[config.mk]
export PLATFORM = sky130hd
export DESIGN_NAME = bao_core
export DESIGN_NICKNAME = d
export VERILOG_FILES = /design/src/design/bao_pkg.sv /design/src/design/bao_file_regs.sv /design/src/design/bao_core.sv
export SDC_FILE = /design/constraint.sdc
export NUM_CORES = 2
export LEC_CHECK = 0
export BUFFER_PORTS_ARGS = -buffer_cell sky130_fd_sc_hd__buf_2
export CORE_ASPECT_RATIO = 1.25
export CORE_MARGIN = 8
export CORE_UTILIZATION = 50
export DETAILED_ROUTE_END_ITERATION = 10
export PLACE_DENSITY = 0.67
export SLEW_MARGIN = 20
export SYNTH_ARGS = -nofsm -noshare
export SYNTH_HDL_FRONTEND = slang
export SYNTH_SLANG_ARGS = --single-unit
export TNS_END_PERCENT = 50
[constraint.sdc]
create_clock -name core_clk -period 5.4 [get_ports core_clk]
set_input_delay 0.81 -clock core_clk [delete_from_list [all_inputs] [get_ports core_clk]]
set_output_delay 0.81 -clock core_clk [all_outputs]
set_load 0.02 [all_outputs]
[src/design/bao_pkg.sv]
// Purpose: shared constants for the byte alu and bit-op execution block
// Assumes: AHB-Lite slave, 32-bit data, one aligned word per register
// Notes: command word fields are packed into one register write
// How it works
// - immediate add: acc plus 8-bit literal into acc, updates carry, nibble carry, zero
// - file add: acc plus addressed file register, updates carry, nibble carry, zero
// - file operations: destination 0 writes acc, destination 1 writes file register
// - immediate and: acc and literal into acc, only zero flag changes
// - file and: acc and file register, routed by destination, only zero changes
// - clear bit: selected file register bit forced low, all else unchanged
// - set bit: selected file register bit forced high, all else unchanged
// - skip if low: zero bit discards next instruction as nop, no flags change
// - skip if high: one bit discards next instruction as nop, no flags change
// - watchdog kick clears watchdog counter and its prescaler
// - watchdog kick sets expiry flag and sleep entry flag to one
package bao_pkg;

  localparam int unsigned BAO_DATA_W = 8;
  localparam int unsigned BAO_FADDR_W = 7;
  localparam int unsigned BAO_FILE_DEPTH = 128;

  // register byte offsets
  localparam logic [7:0] BAO_CMD_OFS = 8'h00;
  localparam logic [7:0] BAO_ACC_OFS = 8'h04;
  localparam logic [7:0] BAO_STATUS_OFS = 8'h08;
  localparam logic [7:0] BAO_FADDR_OFS = 8'h0c;
  localparam logic [7:0] BAO_FDATA_OFS = 8'h10;
  localparam logic [7:0] BAO_WDT_OFS = 8'h14;

  // command word fields
  localparam int unsigned BAO_CMD_LIT_LSB = 0;
  localparam int unsigned BAO_CMD_FADDR_LSB = 8;
  localparam int unsigned BAO_CMD_BIT_LSB = 15;
  localparam int unsigned BAO_CMD_DEST_POS = 18;
  localparam int unsigned BAO_CMD_OP_LSB = 20;

  // status register bit positions
  localparam int unsigned BAO_ST_CARRY = 0;
  localparam int unsigned BAO_ST_NIBBLE = 1;
  localparam int unsigned BAO_ST_ZERO = 2;
  localparam int unsigned BAO_ST_SLEEP = 3;
  localparam int unsigned BAO_ST_EXPIRY = 4;
  localparam int unsigned BAO_ST_SKIP = 5;

  // reset values
  localparam logic [7:0] BAO_ACC_RST = 8'h00;
  localparam logic BAO_FLAG_RST = 1'b0;
  localparam logic BAO_WDT_FLAG_RST = 1'b1;
  localparam logic [6:0] BAO_FADDR_RST = 7'h00;
  localparam logic [7:0] BAO_FILE_RST = 8'h00;

  // destination select encodings
  localparam logic BAO_DEST_ACC = 1'b0;
  localparam logic BAO_DEST_FILE = 1'b1;

  // watchdog default widths
  localparam int unsigned BAO_WDT_PRESC_W = 8;
  localparam int unsigned BAO_WDT_CNT_W = 8;

  // operation codes in the command word
  localparam logic [3:0] BAO_OP_NOP = 4'h0;
  localparam logic [3:0] BAO_OP_ADD_IMM = 4'h1;
  localparam logic [3:0] BAO_OP_ADD_FILE = 4'h2;
  localparam logic [3:0] BAO_OP_AND_IMM = 4'h3;
  localparam logic [3:0] BAO_OP_AND_FILE = 4'h4;
  localparam logic [3:0] BAO_OP_CLR_BIT = 4'h5;
  localparam logic [3:0] BAO_OP_SET_BIT = 4'h6;
  localparam logic [3:0] BAO_OP_SKIP_LOW = 4'h7;
  localparam logic [3:0] BAO_OP_SKIP_HIGH = 4'h8;
  localparam logic [3:0] BAO_OP_WDT_KICK = 4'h9;

  localparam logic [1:0] BAO_HTRANS_NONSEQ = 2'h2;

endpackage

[src/design/bao_file_regs.sv]
// Purpose: general file register storage, flip-flops addressed by index
// Assumes: one combinational read port, one write port, same clock
// Notes: a write shows on the read port from the next cycle
`timescale 1ns/1ps
module bao_file_regs #(
  parameter int unsigned DEPTH = bao_pkg::BAO_FILE_DEPTH,
  parameter int unsigned WIDTH = bao_pkg::BAO_DATA_W,
  parameter int unsigned AW = bao_pkg::BAO_FADDR_W
) (
  input wire logic core_clk,
  input wire logic rst,
  input wire logic [AW-1:0] rd_addr,
  output logic [WIDTH-1:0] rd_data,
  input wire logic wr_en,
  input wire logic [AW-1:0] wr_addr,
  input wire logic [WIDTH-1:0] wr_data
);

  logic [WIDTH-1:0] mem [DEPTH];
  logic [WIDTH-1:0] next_mem [DEPTH];

  always_comb begin
    for (int i = 0; i < DEPTH; i++) begin
      next_mem[i] = mem[i];
    end
    if (wr_en) begin
      next_mem[wr_addr] = wr_data;
    end
  end

  always_ff @(posedge core_clk) begin
    for (int i = 0; i < DEPTH; i++) begin
      if (rst) begin
        mem[i] <= WIDTH'(bao_pkg::BAO_FILE_RST);
      end else begin
        mem[i] <= next_mem[i];
      end
    end
  end

  assign rd_data = mem[rd_addr];

endmodule

[src/design/bao_core.sv]
// Purpose: executes add, and, bit-op, bit-skip and watchdog-kick commands
// Assumes: AHB-Lite single-word transfers, one master, 20 MHz core_clk
// Notes: writes are zero-wait; reads insert one wait state
//
// Implementation choices: register access over AHB-Lite and the register offsets.
`timescale 1ns/1ps
module bao_core #(
  parameter int unsigned PRESC_W = bao_pkg::BAO_WDT_PRESC_W,
  parameter int unsigned CNT_W = bao_pkg::BAO_WDT_CNT_W
) (
  input wire logic core_clk,
  input wire logic rst,
  input wire logic hsel,
  input wire logic [31:0] haddr,
  input wire logic [1:0] htrans,
  input wire logic hwrite,
  input wire logic [2:0] hsize,
  input wire logic [31:0] hwdata,
  input wire logic hready,
  output logic hreadyout,
  output logic hresp,
  output logic [31:0] hrdata
);

  typedef enum logic [1:0] {
    st_idle,
    st_wr,
    st_rd_wait,
    st_rd_done
  } bao_bus_e;

  function automatic logic bao_is_zero(input logic [7:0] v);
    return (v == 8'h00);
  endfunction

  // bus data-phase tracking
  bao_bus_e bus_st;
  bao_bus_e next_bus_st;
  logic [7:0] dp_addr;
  logic [7:0] next_dp_addr;
  logic [31:0] rdata;
  logic [31:0] next_rdata;

  // architectural state
  logic [7:0] acc;
  logic [7:0] next_acc;
  logic carry_flag;
  logic next_carry_flag;
  logic nibble_carry_flag;
  logic next_nibble_carry_flag;
  logic zero_flag;
  logic next_zero_flag;
  logic watchdog_expiry_flag;
  logic next_watchdog_expiry_flag;
  logic sleep_entry_flag;
  logic next_sleep_entry_flag;
  logic skip_pending;
  logic next_skip_pending;
  logic [6:0] file_addr;
  logic [6:0] next_file_addr;
  logic [31:0] last_cmd;
  logic [31:0] next_last_cmd;

  // watchdog
  logic [PRESC_W-1:0] wdt_presc;
  logic [PRESC_W-1:0] next_wdt_presc;
  logic [CNT_W-1:0] wdt_cnt;
  logic [CNT_W-1:0] next_wdt_cnt;

  // command decode
  logic addr_take;
  logic wr_phase;
  logic cmd_fire;
  logic exec_en;
  logic [3:0] cmd_op;
  logic [7:0] cmd_lit;
  logic [6:0] cmd_faddr;
  logic [2:0] cmd_bit;
  logic cmd_dest;
  logic [6:0] rd_addr;
  logic [7:0] rd_data;
  logic fr_wr_en;
  logic [6:0] fr_wr_addr;
  logic [7:0] fr_wr_data;
  logic [8:0] sum9;
  logic [4:0] nib5;
  logic [7:0] and_res;
  logic [7:0] operand;
  logic sel_bit;
  logic wdt_kick;
  logic wdt_expire;

  assign addr_take = hsel && hready && (htrans == bao_pkg::BAO_HTRANS_NONSEQ);
  assign wr_phase = (bus_st == st_wr);
  assign cmd_fire = wr_phase && (dp_addr == bao_pkg::BAO_CMD_OFS);

  assign cmd_op = hwdata[bao_pkg::BAO_CMD_OP_LSB +: 4];
  assign cmd_lit = hwdata[bao_pkg::BAO_CMD_LIT_LSB +: 8];
  assign cmd_faddr = hwdata[bao_pkg::BAO_CMD_FADDR_LSB +: 7];
  assign cmd_bit = hwdata[bao_pkg::BAO_CMD_BIT_LSB +: 3];
  assign cmd_dest = hwdata[bao_pkg::BAO_CMD_DEST_POS];

  // a pending skip turns this command into a nop
  assign exec_en = cmd_fire && !skip_pending;

  // execution and bus reads never share a cycle, so one read port serves both
  assign rd_addr = cmd_fire ? cmd_faddr : file_addr;

  assign operand = ((cmd_op == bao_pkg::BAO_OP_ADD_FILE) ||
                    (cmd_op == bao_pkg::BAO_OP_AND_FILE)) ? rd_data : cmd_lit;
  // carry out of bit 7 and bit 3
  assign sum9 = {1'b0, acc} + {1'b0, operand};
  assign nib5 = {1'b0, acc[3:0]} + {1'b0, operand[3:0]};
  assign and_res = acc & operand;
  assign sel_bit = rd_data[cmd_bit];

  assign wdt_kick = exec_en && (cmd_op == bao_pkg::BAO_OP_WDT_KICK);
  assign wdt_expire = (&wdt_presc) && (&wdt_cnt);

  bao_file_regs #(
    .DEPTH(bao_pkg::BAO_FILE_DEPTH),
    .WIDTH(bao_pkg::BAO_DATA_W),
    .AW(bao_pkg::BAO_FADDR_W)
  ) u_file_regs (
    .core_clk(core_clk),
    .rst(rst),
    .rd_addr(rd_addr),
    .rd_data(rd_data),
    .wr_en(fr_wr_en),
    .wr_addr(fr_wr_addr),
    .wr_data(fr_wr_data)
  );

  // bus slave sequencing
  always_comb begin
    next_bus_st = bus_st;
    next_dp_addr = dp_addr;
    next_rdata = rdata;
    case (bus_st)
      st_rd_wait: begin
        // read captured a cycle late so writes from the previous data phase show
        next_bus_st = st_rd_done;
        next_rdata = 32'h0000_0000;
        case (dp_addr)
          bao_pkg::BAO_CMD_OFS: next_rdata = last_cmd;
          bao_pkg::BAO_ACC_OFS: next_rdata = {24'h00_0000, acc};
          bao_pkg::BAO_STATUS_OFS: begin
            next_rdata[bao_pkg::BAO_ST_CARRY] = carry_flag;
            next_rdata[bao_pkg::BAO_ST_NIBBLE] = nibble_carry_flag;
            next_rdata[bao_pkg::BAO_ST_ZERO] = zero_flag;
            next_rdata[bao_pkg::BAO_ST_SLEEP] = sleep_entry_flag;
            next_rdata[bao_pkg::BAO_ST_EXPIRY] = watchdog_expiry_flag;
            next_rdata[bao_pkg::BAO_ST_SKIP] = skip_pending;
          end
          bao_pkg::BAO_FADDR_OFS: next_rdata = {25'h000_0000, file_addr};
          bao_pkg::BAO_FDATA_OFS: next_rdata = {24'h00_0000, rd_data};
          bao_pkg::BAO_WDT_OFS: begin
            next_rdata = 32'h0000_0000;
            next_rdata[15:0] = {8'(wdt_cnt), 8'(wdt_presc)};
          end
          default: next_rdata = 32'h0000_0000;
        endcase
      end
      st_idle, st_wr, st_rd_done: begin
        if (addr_take) begin
          next_bus_st = hwrite ? st_wr : st_rd_wait;
          next_dp_addr = haddr[7:0];
        end else begin
          next_bus_st = st_idle;
        end
      end
      default: next_bus_st = st_idle;
    endcase
  end

  always_ff @(posedge core_clk) begin
    if (rst) begin
      bus_st <= st_idle;
      dp_addr <= 8'h00;
      rdata <= 32'h0000_0000;
    end else begin
      bus_st <= next_bus_st;
      dp_addr <= next_dp_addr;
      rdata <= next_rdata;
    end
  end

  assign hreadyout = (bus_st != st_rd_wait);
  assign hresp = 1'b0;
  assign hrdata = rdata;

  // execution and software writes
  always_comb begin
    next_acc = acc;
    next_carry_flag = carry_flag;
    next_nibble_carry_flag = nibble_carry_flag;
    next_zero_flag = zero_flag;
    next_skip_pending = skip_pending;
    next_file_addr = file_addr;
    next_last_cmd = last_cmd;
    fr_wr_en = 1'b0;
    fr_wr_addr = cmd_faddr;
    fr_wr_data = rd_data;
    if (wr_phase) begin
      case (dp_addr)
        bao_pkg::BAO_ACC_OFS: next_acc = hwdata[7:0];
        bao_pkg::BAO_STATUS_OFS: begin
          next_carry_flag = hwdata[bao_pkg::BAO_ST_CARRY];
          next_nibble_carry_flag = hwdata[bao_pkg::BAO_ST_NIBBLE];
          next_zero_flag = hwdata[bao_pkg::BAO_ST_ZERO];
        end
        bao_pkg::BAO_FADDR_OFS: next_file_addr = hwdata[6:0];
        bao_pkg::BAO_FDATA_OFS: begin
          fr_wr_en = 1'b1;
          fr_wr_addr = file_addr;
          fr_wr_data = hwdata[7:0];
        end
        default: next_last_cmd = last_cmd;
      endcase
    end
    if (cmd_fire) begin
      next_last_cmd = hwdata;
    end
    if (cmd_fire && skip_pending) begin
      // discarded command runs as a nop
      next_skip_pending = 1'b0;
    end
    if (exec_en) begin
      case (cmd_op)
        bao_pkg::BAO_OP_ADD_IMM: begin
          next_acc = sum9[7:0];
          next_carry_flag = sum9[8];
          next_nibble_carry_flag = nib5[4];
          next_zero_flag = bao_is_zero(sum9[7:0]);
        end
        bao_pkg::BAO_OP_ADD_FILE: begin
          next_carry_flag = sum9[8];
          next_nibble_carry_flag = nib5[4];
          next_zero_flag = bao_is_zero(sum9[7:0]);
          if (cmd_dest == bao_pkg::BAO_DEST_FILE) begin
            fr_wr_en = 1'b1;
            fr_wr_data = sum9[7:0];
          end else begin
            next_acc = sum9[7:0];
          end
        end
        bao_pkg::BAO_OP_AND_IMM: begin
          next_acc = and_res;
          next_zero_flag = bao_is_zero(and_res);
        end
        bao_pkg::BAO_OP_AND_FILE: begin
          next_zero_flag = bao_is_zero(and_res);
          if (cmd_dest == bao_pkg::BAO_DEST_FILE) begin
            fr_wr_en = 1'b1;
            fr_wr_data = and_res;
          end else begin
            next_acc = and_res;
          end
        end
        bao_pkg::BAO_OP_CLR_BIT: begin
          fr_wr_en = 1'b1;
          fr_wr_data = rd_data & ~(8'h01 << cmd_bit);
        end
        bao_pkg::BAO_OP_SET_BIT: begin
          fr_wr_en = 1'b1;
          fr_wr_data = rd_data | (8'h01 << cmd_bit);
        end
        bao_pkg::BAO_OP_SKIP_LOW: begin
          next_skip_pending = !sel_bit;
        end
        bao_pkg::BAO_OP_SKIP_HIGH: begin
          next_skip_pending = sel_bit;
        end
        default: next_skip_pending = 1'b0;
      endcase
    end
  end

  always_ff @(posedge core_clk) begin
    if (rst) begin
      acc <= bao_pkg::BAO_ACC_RST;
      carry_flag <= bao_pkg::BAO_FLAG_RST;
      nibble_carry_flag <= bao_pkg::BAO_FLAG_RST;
      zero_flag <= bao_pkg::BAO_FLAG_RST;
      skip_pending <= 1'b0;
      file_addr <= bao_pkg::BAO_FADDR_RST;
      last_cmd <= 32'h0000_0000;
    end else begin
      acc <= next_acc;
      carry_flag <= next_carry_flag;
      nibble_carry_flag <= next_nibble_carry_flag;
      zero_flag <= next_zero_flag;
      skip_pending <= next_skip_pending;
      file_addr <= next_file_addr;
      last_cmd <= next_last_cmd;
    end
  end

  // watchdog counter, prescaler and its status flags
  always_comb begin
    next_wdt_presc = wdt_presc + PRESC_W'(1);
    next_wdt_cnt = wdt_cnt;
    next_watchdog_expiry_flag = watchdog_expiry_flag;
    next_sleep_entry_flag = sleep_entry_flag;
    if (&wdt_presc) begin
      next_wdt_cnt = wdt_cnt + CNT_W'(1);
    end
    if (wdt_expire) begin
      // flag is active low: a timeout drives it to zero
      next_watchdog_expiry_flag = 1'b0;
    end
    if (wdt_kick) begin
      next_wdt_presc = '0;
      next_wdt_cnt = '0;
      // both flags set, winning over a same-cycle timeout
      next_watchdog_expiry_flag = 1'b1;
      next_sleep_entry_flag = 1'b1;
    end
  end

  always_ff @(posedge core_clk) begin
    if (rst) begin
      wdt_presc <= '0;
      wdt_cnt <= '0;
      watchdog_expiry_flag <= bao_pkg::BAO_WDT_FLAG_RST;
      sleep_entry_flag <= bao_pkg::BAO_WDT_FLAG_RST;
    end else begin
      wdt_presc <= next_wdt_presc;
      wdt_cnt <= next_wdt_cnt;
      watchdog_expiry_flag <= next_watchdog_expiry_flag;
      sleep_entry_flag <= next_sleep_entry_flag;
    end
  end

endmodule

==> impl_metrics.toml <==
[synthesis]
synth_nets = 6288
synth_cell_types = 89
syn_inst = 6202
synth_most_common_cell = "nor2_1"
ys_top_cells_by_count = "nor2_1, dfxtp_1, a211oi_1, nand2_1, clkbuf_1"
synthArstFlopShare_pct = 0
syn_area_sq_mm = 0.05087
ys_warn_count = 0
seq_area_frac_synth_pct = 44.63
synth_edf_count = 0
ys.flop_type = "dfxtp_1"
yosys-top-cells-area = "dfxtp_1, a211oi_1, nor2_1, nand3_1, nand2_1"
avgSynthCellArea_sq_um = 8.201
synth_top_cell_by_area = "dfxtp_1"
synth_top_area_share_pct = 44.63
synth_seq_cells = 1134

[global_routing]
grt.total_usage_pct = 33.63
grt_pass1_vias = 46830
grt_max_degree = 177
antenna_found_initial = 2
grt_pass1_wl_microns = 296400
grt-ovfl-total = 0

[power_and_ir_drop]
p_int_mw = 13.51
p_sw_mw = 4.119
p_leak_nw = 21.63
cellPowerDensity_mw_per_mm2 = 276.4
peakVddDrop_mv = 0.2418
p_sw_share_pct = 23.37
pwr-share-comb_pct = 5.1
clockPowerShare_pct = 47.4
power_frac_seq_pct = 47.5

[placement]
place.gp.congestion = 0.9950
dp_hpwl_microns = 131800
port_buffers = 79
placed_area_sq_mm = 0.05649

[clock_network]
cts_inserted_buffers = 112
root_buffer = "clkbuf_16"
insertion_delay_ns = 0.74
cts_tree = "yes"
clk_path_buf_depth = 3
clkSinkCount = 1134
clk_pin_slew_worst_paths_ns = 0.07
cts_max_level = 3

[timing]
relSlewSlack_pct = 29.56
fin_crit_sh_pct = 113.4
skew_ns = 0.03300
setup_slack_ns = -0.7253
worstMarginPinSlew_ns = 1.057
hold_viol_final = 0
rsz0062_at_grt = "true"
setup_viol_count_final = 897
fin_crit_ns = 6.125
finalSetupTns_ns = -398.12
drv_slew = 0
max_freq_mhz = 163.3

[detailed_routing]
first_pass_iters = 6
vias_per_cell = 6.396
drc = 0
wl_per_cell_microns = 25.74
routed_wl_microns = 205800
drt_first_iter_violations = 6701
num_vias = 51160
drtAntennaViolNets = 0

[critical_path]
crit_slowest_cell = "mux2_2"
cp-end-kind = "register"
start_kind = "register"
cp_data_required_time_ns = 6.02
worst-setup-path-type = "reg -> reg"
crit_path_frequent_cell = "buf_4"
crit_fanout = 13
cpLargestDelayFamily = "buffers and inverters"
path_buf_inv = 11
critPathMaxStageDelay_ns = 0.37
cp.arrival_ns = 6.74

[finish]
design_area_sq_mm = 0.06377
synthToLayoutAreaGrowth_pct = 25.37
nNetsFinal = 6654
drive_gt1_share_pct = 20.93

[run_status]
outcome = "complete, but fails checks"
failed_checks = "setup timing"

[floorplan]
io-pin-count = 108
start_util_pct = 50.13
core_region_area_sq_mm = 0.1015
die_h_microns = 372.6
die_w_microns = 301.3
rows = 131
dieArea_sq_mm = 0.1123

[min_path]
hold_path_class = "in -> reg"

[flow_run]
max-cap-violations = 0
[path summary, 6_finish.rpt]
kind,startpoint,slack (ns),endpoint,cells after the start
worst max-delay path,dp_addr[1]$_SDFFE_PP0P_,-0.73,u_file_regs.mem[21][7]$_SDFFE_PP0P_,28
worst min-delay path,hwdata[30],0.31,last_cmd[30]$_SDFFE_PP0P_,3
worst max register to register,dp_addr[1]$_SDFFE_PP0P_,-0.73,u_file_regs.mem[21][7]$_SDFFE_PP0P_,28
worst min register to register,hrdata[29]$_SDFFE_PP0N_,0.45,hrdata[29]$_SDFFE_PP0N_,2
[metal layers]
metal	vias to the layer above	part of all wire (%)	track usage, %
li1	23240	-	-
met1	24370	39	43.20
met4	0	7.3	20.77
met5	-	0	0
met3	702	10	6.615
met2	2847	44	51.67
[power groups by stage]
stage / combinational [mW] / sequential (mW) / clock [mW]
3_3_place_gp: 0.732 / 8.56 / 0
3_5_place_dp: 0.730 / 8.56 / 0
5_1_grt: 0.918 / 8.37 / 8.74
2_1_floorplan: 0.398 / 8.56 / 0
4_1_cts: 0.773 / 8.38 / 8.40
6_report: 0.891 / 8.38 / 8.36
[logic make-up (layout without fill, tap and decap cells)]
kind of cell	count (synthesis)	after routing	synth area share (%)
AND/OR/NAND/NOR	2263	2263	18.86
AO/OA/AOI/OAI	1949	1949	27.09
flip-flops	1134	1134	44.63
buffers and inverters	694	1157	6.164
multiplexers	130	130	2.617
XOR/XNOR	19	19	0.3272
adder cells (fa/ha/maj)	12	12	0.3099
other	1	4	0.007372
[sequential cells by signal, summed over array words and instances, names as in the netlist]
signal	cells
bus_st	2
acc	8
file_addr	7
wdt_presc	8
carry_flag	1
watchdog_expiry_flag	1
nibble_carry_flag	1
zero_flag	1
dp_addr	8
hrdata	32
skip_pending	1
u_file_regs.mem	1024
wdt_cnt	8
last_cmd	32
[metrics by stage]
stage | hold WS (ns) | utilization (%) | power [mW] | std cells | worst slack, ns
after global routing | 0.3195 | 62.84 | 18.03 | 7995 | -0.8651
after floorplan | 0.4264 | - | 8.962 | 6202 | 0.0003455
after detailed placement | 0.4421 | 55.68 | 9.294 | 7675 | -1.430
final | 0.3118 | 62.85 | 17.63 | 7998 | -0.7253
after CTS | 0.2804 | 60.56 | 17.55 | 7924 | -0.5831
after global placement | 0.4353 | 55.68 | 9.296 | 7675 | -1.298
[worst reg2reg max path, delay by kind of cell, from the launching register on]
kind                       cells  cell delay, ns
AOI/OAI and AO/OA             10            1.95
xor gates and xnor gates       1            0.14
adders and majority gates      1            0.34
buffers and inverters         11            2.10
DFF                            1            0.32
muxes                          1            0.38
and+or+nand+nor                4            0.79
[repair_timing]
action	CTS	global route
pin swaps	37	85
resized for setup	112	280
hold buffers	0	0
cloned	6	32
endpoints found under the setup margin	1032	902
buffers inserted	33	41
[layout by cell type (no fill, tap or decap), types with 17 or more instances in the layout]
cell type  instances
mux2i_1          106
nand2_1          396
and3_1            67
a22oi_1           44
o21ai_0          203
clkinv_2          21
nor3_1            25
buf_8             19
buf_12            89
nor2_1          1291
clkbuf_1          22
o22ai_1           17
o211ai_1          61
clkbuf_8          31
a21oi_1          209
nand2b_1          17
mux2_2            24
buf_4            614
buf_6             42
a21oi_2           20
a211oi_2         151
a32oi_1           20
nand3_1          296
nand4_1           53
inv_1             61
a211oi_1         952
dfxtp_1         1131
buf_2             78
a31oi_1           45
a221oi_1          17
clkbuf_16        140
a21boi_0          17
[layout make-up]
type	count	area, sq um
well taps	1330	1664
multi-input cells	4374	26600
repair buffers	883	8618
fillers	8616	37690
clock buffers	167	3362
flip-flops and latches	1134	22710
clock inverters	44	569.3
inverters	63	239.0
diodes	3	7.507
Note: power is estimated with default switching activity, not from simulation.
